## src/adc_seq_pkg.sv

```systemverilog
// shared constants and carrier types for the conversion sequencer
`default_nettype none
package adc_seq_pkg;
   localparam int NUM_CHANNELS    = 16;  // programmable conversion channels
   localparam int NUM_PAIRS       = 8;   // even/odd pairs
   localparam int NUM_EXT_TRIG    = 8;   // external start triggers
   localparam int NUM_IRQ         = 8;   // end-of-conversion interrupt outputs
   localparam int RESULT_WIDTH    = 12;  // bits per conversion
   localparam int INPUT_SEL_WIDTH = 4;   // input_select_field width
   localparam int TRIG_SEL_WIDTH  = 3;   // trigger_select_field width
   localparam int WINDOW_WIDTH    = 6;   // sampling window field width
   localparam int IRQ_SEL_WIDTH   = 3;   // interrupt_source_select width
   localparam int GROUP_A_INPUTS  = 6;   // mux a choices
   localparam int GROUP_B_INPUTS  = 5;   // mux b choices, last is low reference
   localparam logic [2:0] LOW_REF_SEL = 3'h4;  // mux b code of low_reference_input
   localparam int WINDOW_MIN_CYCLES = 7; // least sampling window in clocks
   localparam int CONVERT_CYCLES  = 13;  // conversion time after sampling
   localparam logic [1:0] SRC_EXTERNAL = 2'h0;  // per-channel source codes
   localparam logic [1:0] SRC_IRQ_ONE  = 2'h1;
   localparam logic [1:0] SRC_IRQ_TWO  = 2'h2;
   localparam logic [1:0] PRIO_ROUND_ROBIN = 2'h0;  // priority_control modes
   localparam logic [1:0] PRIO_FIXED_LOW   = 2'h1;
   localparam logic [1:0] PRIO_FIXED_HIGH  = 2'h2;

   // one channel_control register
   typedef struct packed {
      logic [INPUT_SEL_WIDTH-1:0] input_select_field;
      logic [TRIG_SEL_WIDTH-1:0]  trigger_select_field;
      logic [WINDOW_WIDTH-1:0]    window;
   } channel_control_type;

   // request towards the analog front end
   typedef struct packed {
      logic                       start;
      logic                       pair;
      logic [2:0]                 mux_a;
      logic [2:0]                 mux_b;
      logic [WINDOW_WIDTH-1:0]    window;
   } sample_request_type;
endpackage
`default_nettype wire

```

## src/adc_conversion_sequencer.sv

```systemverilog
// conversion sequencer: triggers, pairing, priority and results for one converter
//
// Operation
// sixteen channels, each fully configured
// pair bit zero: channels run independently
// pair bit one: even control drives both
// pair input select picks both muxes
// any mix of singles and pairs
// eight external start triggers accepted
// two internal starts from own interrupts
// per channel internal or external source
// trigger field picks external trigger
// one conversion at a time, others wait
// priority_control sets service order
// mux a chooses among six inputs
// mux b four inputs plus low reference
// two sample-and-hold units, captured together
// sampling window from channel control
// results readable by all; config separate
// completions mapped onto eight interrupts
// busy-time triggers held pending, not lost
`default_nettype none
module adc_conversion_sequencer (
   input  wire logic                                   clk,
   input  wire logic                                   resetn,
   input  wire adc_seq_pkg::channel_control_type [15:0] channel_control,
   input  wire logic [7:0]                             pair_mode_select,
   input  wire logic [15:0]                            internal_trigger_select_lo,
   input  wire logic [15:0]                            internal_trigger_select_hi,
   input  wire logic [1:0]                             priority_control,
   input  wire logic [15:0][2:0]                       interrupt_source_select,
   input  wire logic [15:0]                            irq_enable,
   input  wire logic [7:0]                             ext_trigger,
   input  wire logic [11:0]                            sample_a_data,
   input  wire logic [11:0]                            sample_b_data,
   output logic [15:0][11:0]                           conversion_result,
   output adc_seq_pkg::sample_request_type             sample_request,
   output logic                                        busy,
   output logic [15:0]                                 pending,
   output logic [7:0]                                  conversion_irq,
   output logic                                        conversion_irq_one,
   output logic                                        conversion_irq_two
);
   typedef enum {IDLE, SAMPLE, CONVERT} seq_state_type;

   seq_state_type                        state_q, state_d;      // sequencer state
   logic [15:0]                          pending_q, pending_d;  // held requests
   logic [3:0]                           chan_q, chan_d;        // channel in service
   logic                                 pair_q, pair_d;        // pair conversion
   logic [6:0]                           count_q, count_d;      // phase counter
   logic [3:0]                           last_q, last_d;        // last served
   logic [15:0][11:0]                    result_q, result_d;    // result file
   adc_seq_pkg::sample_request_type      req_q, req_d;          // front end request
   logic [7:0]                           irq_q, irq_d;          // eoc pulses
   logic                                 busy_q, busy_d;        // registered busy flag
   logic [15:0]                          trig_hit;              // starts this cycle
   logic                                 pick_found;            // some channel waits
   logic [3:0]                           pick_index;            // channel to serve next
   logic [15:0]                          eff_pending;           // pending as registered, unmasked
   logic [7:0]                           ext_q;                 // for edge detect

   // effective control: odd channel of a pair follows its even partner
   function automatic logic [3:0] ctl_owner(input logic [3:0] ch, input logic [7:0] pm);
      ctl_owner = (pm[ch[3:1]] && ch[0]) ? {ch[3:1], 1'b0} : ch;
   endfunction

   // source of a channel from the two select words
   function automatic logic [1:0] chan_source(input logic [3:0] ch);
      chan_source = {internal_trigger_select_hi[ch], internal_trigger_select_lo[ch]};
   endfunction

   // start detection per channel, rising edges for external triggers, interrupt level for internal starts
   // a level held high starts one conversion, not one per cycle
   genvar g;
   generate
      for (g = 0; g < 16; g++) begin : gen_trig
         logic [3:0] own;
         logic [1:0] src;
         logic [2:0] ts;
         assign own = ctl_owner(4'(g), pair_mode_select);
         assign src = chan_source(own);
         assign ts  = channel_control[own].trigger_select_field;
         // odd half of a pair never starts on its own
         assign trig_hit[g] = (own != 4'(g)) ? 1'b0 :
            (src == adc_seq_pkg::SRC_EXTERNAL) ? (ext_trigger[ts] && !ext_q[ts]) :
            (src == adc_seq_pkg::SRC_IRQ_ONE)  ? conversion_irq_one :
            (src == adc_seq_pkg::SRC_IRQ_TWO)  ? conversion_irq_two : 1'b0;
      end
   endgenerate

   // picker sees only registered requests: a trigger waits one cycle,
   // which keeps the picker off the raw trigger path
   assign eff_pending = pending_q;

   adc_priority_pick u_pick (
      .pending (eff_pending),
      .mode    (priority_control),
      .last    (last_q),
      .found   (pick_found),
      .index   (pick_index)
   );

   // pending bits are set before the pick clears one, so a new hit wins
   // sequencer next state
   always_comb begin
      logic [3:0] done_ch;
      done_ch   = 4'h0;
      state_d   = state_q;
      pending_d = pending_q | trig_hit;
      chan_d    = chan_q;
      pair_d    = pair_q;
      count_d   = count_q;
      last_d    = last_q;
      result_d  = result_q;
      req_d     = req_q;
      req_d.start = 1'b0;
      irq_d     = 8'h00;
      case (state_q)
         IDLE: begin
            if (pick_found) begin
               chan_d  = pick_index;
               pair_d  = pair_mode_select[pick_index[3:1]];
               pending_d[pick_index] = trig_hit[pick_index];  // a new hit stays set
               req_d.start = 1'b1;
               req_d.pair  = pair_mode_select[pick_index[3:1]];
               if (pair_mode_select[pick_index[3:1]]) begin
                  // pair code splits into one input per mux
                  req_d.mux_a = 3'(channel_control[pick_index].input_select_field[2:0] %
                                   3'(adc_seq_pkg::GROUP_A_INPUTS));
                  req_d.mux_b = 3'(channel_control[pick_index].input_select_field[2:0] %
                                   3'(adc_seq_pkg::GROUP_B_INPUTS));
               end else begin
                  // single: msb picks group b
                  if (channel_control[pick_index].input_select_field[3]) begin
                     req_d.mux_a = 3'h0;
                     req_d.mux_b = 3'(channel_control[pick_index].input_select_field[2:0] %
                                      3'(adc_seq_pkg::GROUP_B_INPUTS));
                  end else begin
                     req_d.mux_a = 3'(channel_control[pick_index].input_select_field[2:0] %
                                      3'(adc_seq_pkg::GROUP_A_INPUTS));
                     req_d.mux_b = adc_seq_pkg::LOW_REF_SEL;
                  end
               end
               // window never shorter than the analog minimum
               req_d.window = (channel_control[pick_index].window <
                               6'(adc_seq_pkg::WINDOW_MIN_CYCLES)) ?
                              6'(adc_seq_pkg::WINDOW_MIN_CYCLES) :
                              channel_control[pick_index].window;
               count_d = 7'h00;
               state_d = SAMPLE;
            end
         end
         SAMPLE: begin
            count_d = 7'(count_q + 7'h01);
            if (count_q == 7'(req_q.window - 6'h01)) begin
               count_d = 7'h00;
               state_d = CONVERT;
            end
         end
         CONVERT: begin
            count_d = 7'(count_q + 7'h01);
            if (count_q == 7'(adc_seq_pkg::CONVERT_CYCLES - 1)) begin
               result_d[chan_q] = sample_a_data;
               if (req_q.mux_a == 3'h0 && !pair_q &&
                   channel_control[chan_q].input_select_field[3])
                  result_d[chan_q] = sample_b_data;
               if (pair_q) begin
                  done_ch = {chan_q[3:1], 1'b1};
                  result_d[done_ch] = sample_b_data;
               end
               // route completions to interrupt lines
               if (irq_enable[chan_q])
                  irq_d[interrupt_source_select[chan_q]] = 1'b1;
               if (pair_q && irq_enable[done_ch])
                  irq_d[interrupt_source_select[done_ch]] = 1'b1;
               last_d  = chan_q;
               state_d = IDLE;
            end
         end
         default: state_d = IDLE;
      endcase
      // busy follows the next state so the output is a plain flop
      busy_d = (state_d != IDLE);
   end

   // sequencer registers
   // reset values are all constants; last served starts at the top channel
   always_ff @(posedge clk or negedge resetn) begin
      if (!resetn) begin
         state_q   <= IDLE;
         pending_q <= 16'h0000;
         chan_q    <= 4'h0;
         pair_q    <= 1'b0;
         count_q   <= 7'h00;
         last_q    <= 4'hF;
         result_q  <= '0;
         req_q     <= '0;
         irq_q     <= 8'h00;
         busy_q    <= 1'b0;
         ext_q     <= 8'h00;
      end else begin
         state_q   <= state_d;
         pending_q <= pending_d;
         chan_q    <= chan_d;
         pair_q    <= pair_d;
         count_q   <= count_d;
         last_q    <= last_d;
         result_q  <= result_d;
         req_q     <= req_d;
         irq_q     <= irq_d;
         busy_q    <= busy_d;
         ext_q     <= ext_trigger;
      end
   end

   // outputs straight from flops
   // busy is its own flop so no output carries decode logic
   assign conversion_result  = result_q;
   assign sample_request     = req_q;
   assign busy               = busy_q;
   assign pending            = pending_q;
   assign conversion_irq     = irq_q;
   assign conversion_irq_one = irq_q[0];
   assign conversion_irq_two = irq_q[1];
endmodule
`default_nettype wire

```

## src/adc_priority_pick.sv

```systemverilog
// picks the next pending channel in priority order
`default_nettype none
module adc_priority_pick (
   input  wire logic [15:0] pending,
   input  wire logic [1:0]  mode,
   input  wire logic [3:0]  last,
   output logic             found,
   output logic [3:0]       index
);
   logic [4:0] k;  // loop offset
   logic [3:0] cand;  // candidate channel
   logic [3:0] base;  // search start

   // scan from base upward (or downward for fixed-high) and take first hit
   always_comb begin
      found = 1'b0;
      index = 4'h0;
      base  = (mode == adc_seq_pkg::PRIO_ROUND_ROBIN) ? 4'(last + 4'h1) : 4'h0;
      for (k = 5'h00; k < 5'h10; k = k + 5'h01) begin
         cand = (mode == adc_seq_pkg::PRIO_FIXED_HIGH) ? 4'(4'hF - k[3:0])
                                                       : 4'(base + k[3:0]);
         if (!found && pending[cand]) begin
            found = 1'b1;
            index = cand;
         end
      end
   end
endmodule
`default_nettype wire

```

## config.mk

```make
export PLATFORM = sky130hd
export DESIGN_NAME = adc_conversion_sequencer
export DESIGN_NICKNAME = d
export VERILOG_FILES = /design/src/adc_seq_pkg.sv /design/src/adc_conversion_sequencer.sv /design/src/adc_priority_pick.sv
export SDC_FILE = /design/constraint.sdc
export NUM_CORES = 1
export LEC_CHECK = 0
export BUFFER_PORTS_ARGS = -buffer_cell sky130_fd_sc_hd__buf_2
export CELL_PAD_IN_SITES_DETAIL_PLACEMENT = 1
export CELL_PAD_IN_SITES_GLOBAL_PLACEMENT = 1
export CORE_AREA = 5 5 223 225
export CTS_CLUSTER_DIAMETER = 200
export DETAILED_ROUTE_END_ITERATION = 8
export DIE_AREA = 0 0 228 230
export GPL_TIMING_DRIVEN = 0
export PLACE_DENSITY_LB_ADDON = 0.1
export SETUP_SLACK_MARGIN = 0.1
export SLEW_MARGIN = 0
export SYNTH_ARGS = -nofsm -noshare
export SYNTH_HDL_FRONTEND = slang
export SYNTH_SLANG_ARGS = --single-unit
```

## constraint.sdc

```tcl
create_clock -name clk -period 8.9 [get_ports clk]
set_input_delay 0.89 -clock clk [delete_from_list [all_inputs] [get_ports clk]]
set_output_delay 0.89 -clock clk [all_outputs]
set_load 0.005 [all_outputs]
```

* After elaboration in Yosys (flattened, before gate mapping) *
Index checks and enable logic that the tools add are counted.

word-level totals
  flip-flop bits (word level) = 286
  latch bits = 0
  RAM bits = 0
  bits in read-only memories = 0
  input port bits = 348
  output and inout bits = 233
  word-level logic and storage cells = 559
  memories = 0

cells by class
  $add $sub $neg = 18
  multiply operators = 0
  divide/modulo/power cells = 2
  magnitude comparators = 53
  equal/unequal tests = 46
  shifts and indexed selects = 0
  mux-type cells = 314
  bitwise gates (word level) = 2
  reductions and logical operators = 95

operators with widths
  cell                                                                   count
  192-bit 2-to-1 mux                                                     4
  192-bit bitwise mux                                                    3
  13-bit binary-select mux with 4-bit select                             10
  1-bit 2-to-1 mux                                                       151
  4-bit 2-to-1 mux                                                       36
  1-bit binary-select mux with 4-bit select                              35
  4-bit by 5-bit < comparator with 1-bit output (second input constant)  24
  1-bit binary-select mux with 3-bit select                              33
  32-bit 2-to-1 mux                                                      3
  32-bit case mux with 3 select lines                                    1
  3-bit by 4-bit < comparator with 1-bit output (second input constant)  19
  9-bit 2-to-1 mux                                                       8
  12-bit demux with 4-bit select                                         1
  8-bit 2-to-1 mux                                                       6
  1-bit logical AND                                                      39
  12-bit demux with 3-bit select                                         1
  2-bit == test (second input constant)                                  17
  2-bit logical NOT                                                      17
  4-bit adder (second input constant)                                    8
  2-bit by 1-bit == test with 1-bit output (second input constant)       16
  32-bit by 1-bit == test with 1-bit output (second input constant)      1
  32-bit by 2-bit == test with 1-bit output (second input constant)      1
  1-bit logical NOT                                                      32
  32-bit logical NOT                                                     1
  other kinds (36)                                                       63

* Longest topological paths before layout *
  depth in word-level cells = 58
  depth in mapped cells = 27
  mapped depth without buffers = 25

* Hierarchy *
From an unflattened synthesis, not the netlist that was laid out.

second synthesis, totals
  cells, all modules = 1531
  area total of the unflattened synthesis = 17894.7 µm²

modules (own cells, without submodules)
  module                    times used  cells an instance  area an instance (µm²)  seq. area each (µm²)
  adc_conversion_sequencer  1           1165               15452.3                 7161.9
  adc_priority_pick         1           366                2442.3                  0.0

* Worst setup path after synthesis *
No wires, ideal clock.

  path type = input -> register
  start point = in priority_control[0]
  end point = reg req_q, in the netlist sample_request[6]
  setup time = 0.136 ns
  arrival time = 5.921 ns
  data required time = 8.764 ns
  slack = 2.843 ns
  stages on the path = 26
  buffers on the path = 5
  path through = buf_2 > buf_2 > nor2_1 > nand2_1 > ha_1 > nor2_1 > buf_1 > mux4_2 > mux2i_1 > mux2_2 > nand2b_1 > nor3_4 > nand2_4 > or3_1 > a22o_1 > buf_6 > buf_4 > mux2i_1 > mux2_2 > mux2i_1 > ha_1 > inv_1 > nand2_1 > o22ai_1 > o211ai_1 > o311ai_1

between the ends
  cells in the longest elaborated chain, start to end = 56
  elaborated cells on any way between the ends = 136
  those cells by class = add/sub: 15; div: 1; eq/ne: 1; mux: 87; reduce/logical: 32

RTL lines
  element                                                                                          line                             source
  start: declaration                                                                               adc_conversion_sequencer.sv:30   input wire logic [1:0] priority_control,
  parallel branches: the longest is 56 deep, another holds 4-bit by 1-bit adder with 4-bit output  -
  end signal: assignment                                                                           adc_conversion_sequencer.sv:209  req_q <= req_d;
  end: declaration                                                                                 adc_conversion_sequencer.sv:53   adc_seq_pkg::sample_request_type req_q, req_d;

Parallel ways; which one is timed is not known. The select of a mux whose other input is x is not followed.
A chain may end at the register's enable or synchronous reset.

* Final worst setup path *
  start point = reg last_q[0]
  end point = reg req_q, in the netlist sample_request[6]

between the ends
  cells in the longest elaborated chain, start to end = 56
  elaborated cells on any way between the ends = 135
  those cells by class = add/sub: 16; div: 1; mux: 87; reduce/logical: 31

RTL lines
  element                                                                                          line                             source
  start: declaration                                                                               adc_conversion_sequencer.sv:51   logic [3:0] last_q, last_d;
  start signal: assignment                                                                         adc_conversion_sequencer.sv:207  last_q <= last_d;
  4-bit by 1-bit adder with 4-bit output *                                                         adc_priority_pick.sv:18          base = (mode == adc_seq_pkg::PRIO_ROUND_ROBIN) ? 4'(last + 4'h1) : 4'h0;
  4-bit 2-to-1 mux *                                                                               adc_priority_pick.sv:18
  parallel branches: the longest is 54 deep, another holds 4-bit by 1-bit adder with 4-bit output  -

Mark *: on every way between the ends. The select of a mux whose other input is x is not followed.

==> flow_summary.toml <==
[run_status]
status = "completed"

[pwr]
clkPwrFrac_pct = 39.1
p_comb_share_pct = 22.7
pwr-share-seq_pct = 38.2
p_leak_uw = 0.0100
sw_frac_of_total_pct = 31.2
ir_worst_vdd_mv = 0.153
p_int_uw = 2420
p_switching_uw = 1100
cellPowerDensity_nw_per_um2 = 151

[run]
maxCapViolations = 0

[synth]
syn_area_per_cell_sq_um = 9.21
ys.flop_type = "dfrtp_1"
synthCells = 2009
synth_fa_ha_area_share_pct = 0.879
yosys.area.top_type = "dfrtp_1"
yosys.area.top_type_share_pct = 38.1
ys_warn_count = 0
muxShareOfSynthArea_pct = 20.9
syn_area_sq_um = 18500
synth-edff-count = 0
synth.area.top_cells = "dfrtp_1, mux2i_1, mux4_2, o21ai_0, nand2_1"
ys_ff_latch = 286
ys_seq_area_share_pct = 38.7
synth_simple_gate_area_share_pct = 14.5
ys_types = 84
synthArstFlopShare_pct = 100
synth_xor_area_share_pct = 0.838
synth-compound-area-share_pct = 20.2
synth_top_family_by_area = "multiplexers"

[placed_design]
globalplace.congestion = 0.956
dp_slack_ns = 1.15
dp.cells = 3214
dp_hpwl_microns = 70300
port_buffers = 559

[sta]
holdWs_ns = 0.189
report.final.hold_viol_count = 0
slew_viol_final = 0
rsz0062_at_grt = "false"
worstMarginPinSlew_ns = 1.16
finalSetupViolations = 0
tns_ns = 0
max_slew_margin_pct = 20.8
fmax_mhz = 134
finalWorstPathRequiredPeriod_ns = 7.44
post-route-period-util_pct = 83.6
skew_ns = 0.0336
setup_slack_ns = 1.46

[clock_tree]
cts_resized = 0
cts_buffers = 31
htreeDepth = 1
postCtsSetupBuffers = 0
cts-root-buf = "clkbuf_16"
clk_path_buf_depth = 3
clk_pin_slew_ns = 0.06
cts_sinks = 286
hold_buffers = 0
cts_tree = "built"
worst_skew_pair.late_latency_ns = 0.60

[worst_setup_path]
r2r_setup_slack_ns = 1.46
rr_startpoint = "last_q[0]$_DFFE_PN1P_"
rr_worst_depth = 23
rr_endpoint = "sample_request[6]$_DFFE_PN0P_"
worstPathMaxFanout = 10
start_kind = "flip-flop"
cp-startpoint = "last_q[0]$_DFFE_PN1P_"
required_ns = 9.35
crit_path_end = "sample_request[6]$_DFFE_PN0P_"
cp-end-kind = "flip-flop"
crit_arrival_ns = 7.88
critPathKind = "reg2reg"

[drt]
dr.first_iter.drc_count = 1507
wire_per_inst_microns = 27.2
dr.pass1.iters = 5
via_per_inst = 6.00
ant_nets = 0
vias = 19688
drc = 0
finalWirelength_microns = 89500

[grt]
grt_max_degree = 127
globalRouteOverflowTotal = 0
antenna_found_initial = 15
grt_use_total_pct = 32.2
grt_pass1_wl_microns = 132000
grt_pass1_vias = 20610

[finish]
n_fill_cell = 5724
drive_gt1_share_pct = 29.3
layout.nets = 2993
finalNonFillerCells = 3284
area_growth_pct = 26.1

[floorplan]
die_height_microns = 230
core_sq_um = 47300
die_x_microns = 228
die-area_sq_um = 52400
start_util_pct = 39.1
ios = 581
rows = 80

[hold_path]
hp-class = "in2async"
area by class of cell:
type | instances | area, sq um | share of cell area [%]
inverter | 34 | 128 | 0.547
clock inverter | 11 | 151 | 0.649
clock buffer | 46 | 912 | 3.91
sequential | 286 | 7160 | 30.7
timing repair buffer | 561 | 2860 | 12.3
multi-input combinational | 1578 | 10700 | 45.9
tap | 615 | 769 | 3.30
antenna | 13 | 32.5 | 0.139
buffer | 140 | 607 | 2.60
placed cells by master, fill, tap and decap left out, drive strengths merged, types with 13 or more instances in the layout:
master	instances
o21ai	198
o22ai	110
o211ai	32
nand3	27
a21oi	150
nor2b	17
ha	13
mux2	52
a211oi	21
dfrtp	282
buf	600
nor2	202
clkbuf	147
o22a	15
mux2i	183
nor4	13
conb	30
nand2	251
inv	36
mux4	64
nor3	21
diode	13
nand2b	27
kinds of logic (layout without fill, tap and decap cells):
kind of cell	after synthesis	in the layout
AO/OA/AOI/OAI	614	614
XOR/XNOR	16	16
adder cells (fa/ha/maj)	13	13
buffers and inverters	174	792
flip-flops	286	286
multiplexers	299	299
other	1	43
AND/OR/NAND/NOR	606	606
through the flow:
stage / cell area, sq um / utilization (%) / total power (uW)
after detailed placement: 22200 / 47.0 / 2150
after floorplan: 18600 / - / 1820
after global routing: 23300 / 49.3 / 3650
after CTS: 23300 / 49.2 / 3520
final: 23300 / 49.3 / 3520
after global placement: 22200 / 46.9 / 2120
flip-flops by register name, indices dropped and copies added, names as in the netlist:
name               flops
ext_q                  8
sample_request        14
last_q                 4
chan_q                 4
pending               16
conversion_result    192
count_q                7
busy                   1
conversion_irq         8
state_q               32
power by group through the flow:
stage / sequential (uW) / combinational, uW / clock (uW)
6_report: 1340 / 800 / 1380
5_1_grt: 1340 / 853 / 1450
4_1_cts: 1340 / 784 / 1390
3_5_place_dp: 1370 / 780 / 0
3_3_place_gp: 1370 / 757 / 0
2_1_floorplan: 1350 / 464 / 0
cell usage after synthesis, types with 21 or more instances:
cell and instances:
a211oi_1 21, inv_1 33, nand3_1 27, nand2b_1 27, mux2_2 47, dfrtp_1 282, clkbuf_1 101, nand2_1 248
o21ai_0 193, o211ai_1 31, mux2i_1 180, a21oi_1 150, o22ai_1 110, nor2_1 200, mux4_2 64
worst min-delay path by stage:
stage	from	to	slack [ns]	depth (start not counted)
detailed placement	conversion_result[27]$_DFFE_PN0P_	conversion_result[27]$_DFFE_PN0P_	0.46	2
global route	resetn	conversion_result[113]$_DFFE_PN0P_	0.21	1
floorplan	conversion_result[0]$_DFFE_PN0P_	conversion_result[0]$_DFFE_PN0P_	0.47	2
finish	resetn	conversion_result[113]$_DFFE_PN0P_	0.19	1
CTS	resetn	conversion_result[113]$_DFFE_PN0P_	0.20	1
global placement	conversion_result[48]$_DFFE_PN0P_	conversion_result[48]$_DFFE_PN0P_	0.46	2
critical path, stage by stage (launching register included):
cell and delay [ns]:
dfstp_2 0.63, ha_1 0.26, xor2_2 0.33, nand2_1 0.20, ha_1 0.31, nor2_1 0.81, mux2i_1 0.46, mux2i_1 0.38
a211oi_1 0.66, nand4_1 0.38, o22a_1 0.34, o211ai_2 0.11, nand2_2 0.26, buf_4 0.29, mux2i_1 0.18, mux2i_1 0.12
mux2_2 0.35, mux2i_1 0.40, ha_1 0.22, inv_1 0.07, nand2_1 0.06, o22ai_1 0.13, o211ai_1 0.18, o311ai_1 0.13
layer usage:
metal	GRT usage, %	wire length (microns)	vias up
li1	-	-	8618
met3	7.16	6700	146
met5	0	28	-
met1	41.8	36400	10089
met2	54.4	43700	831
met4	9.55	2650	4
No activity file was read; power rests on OpenSTA's default activity.
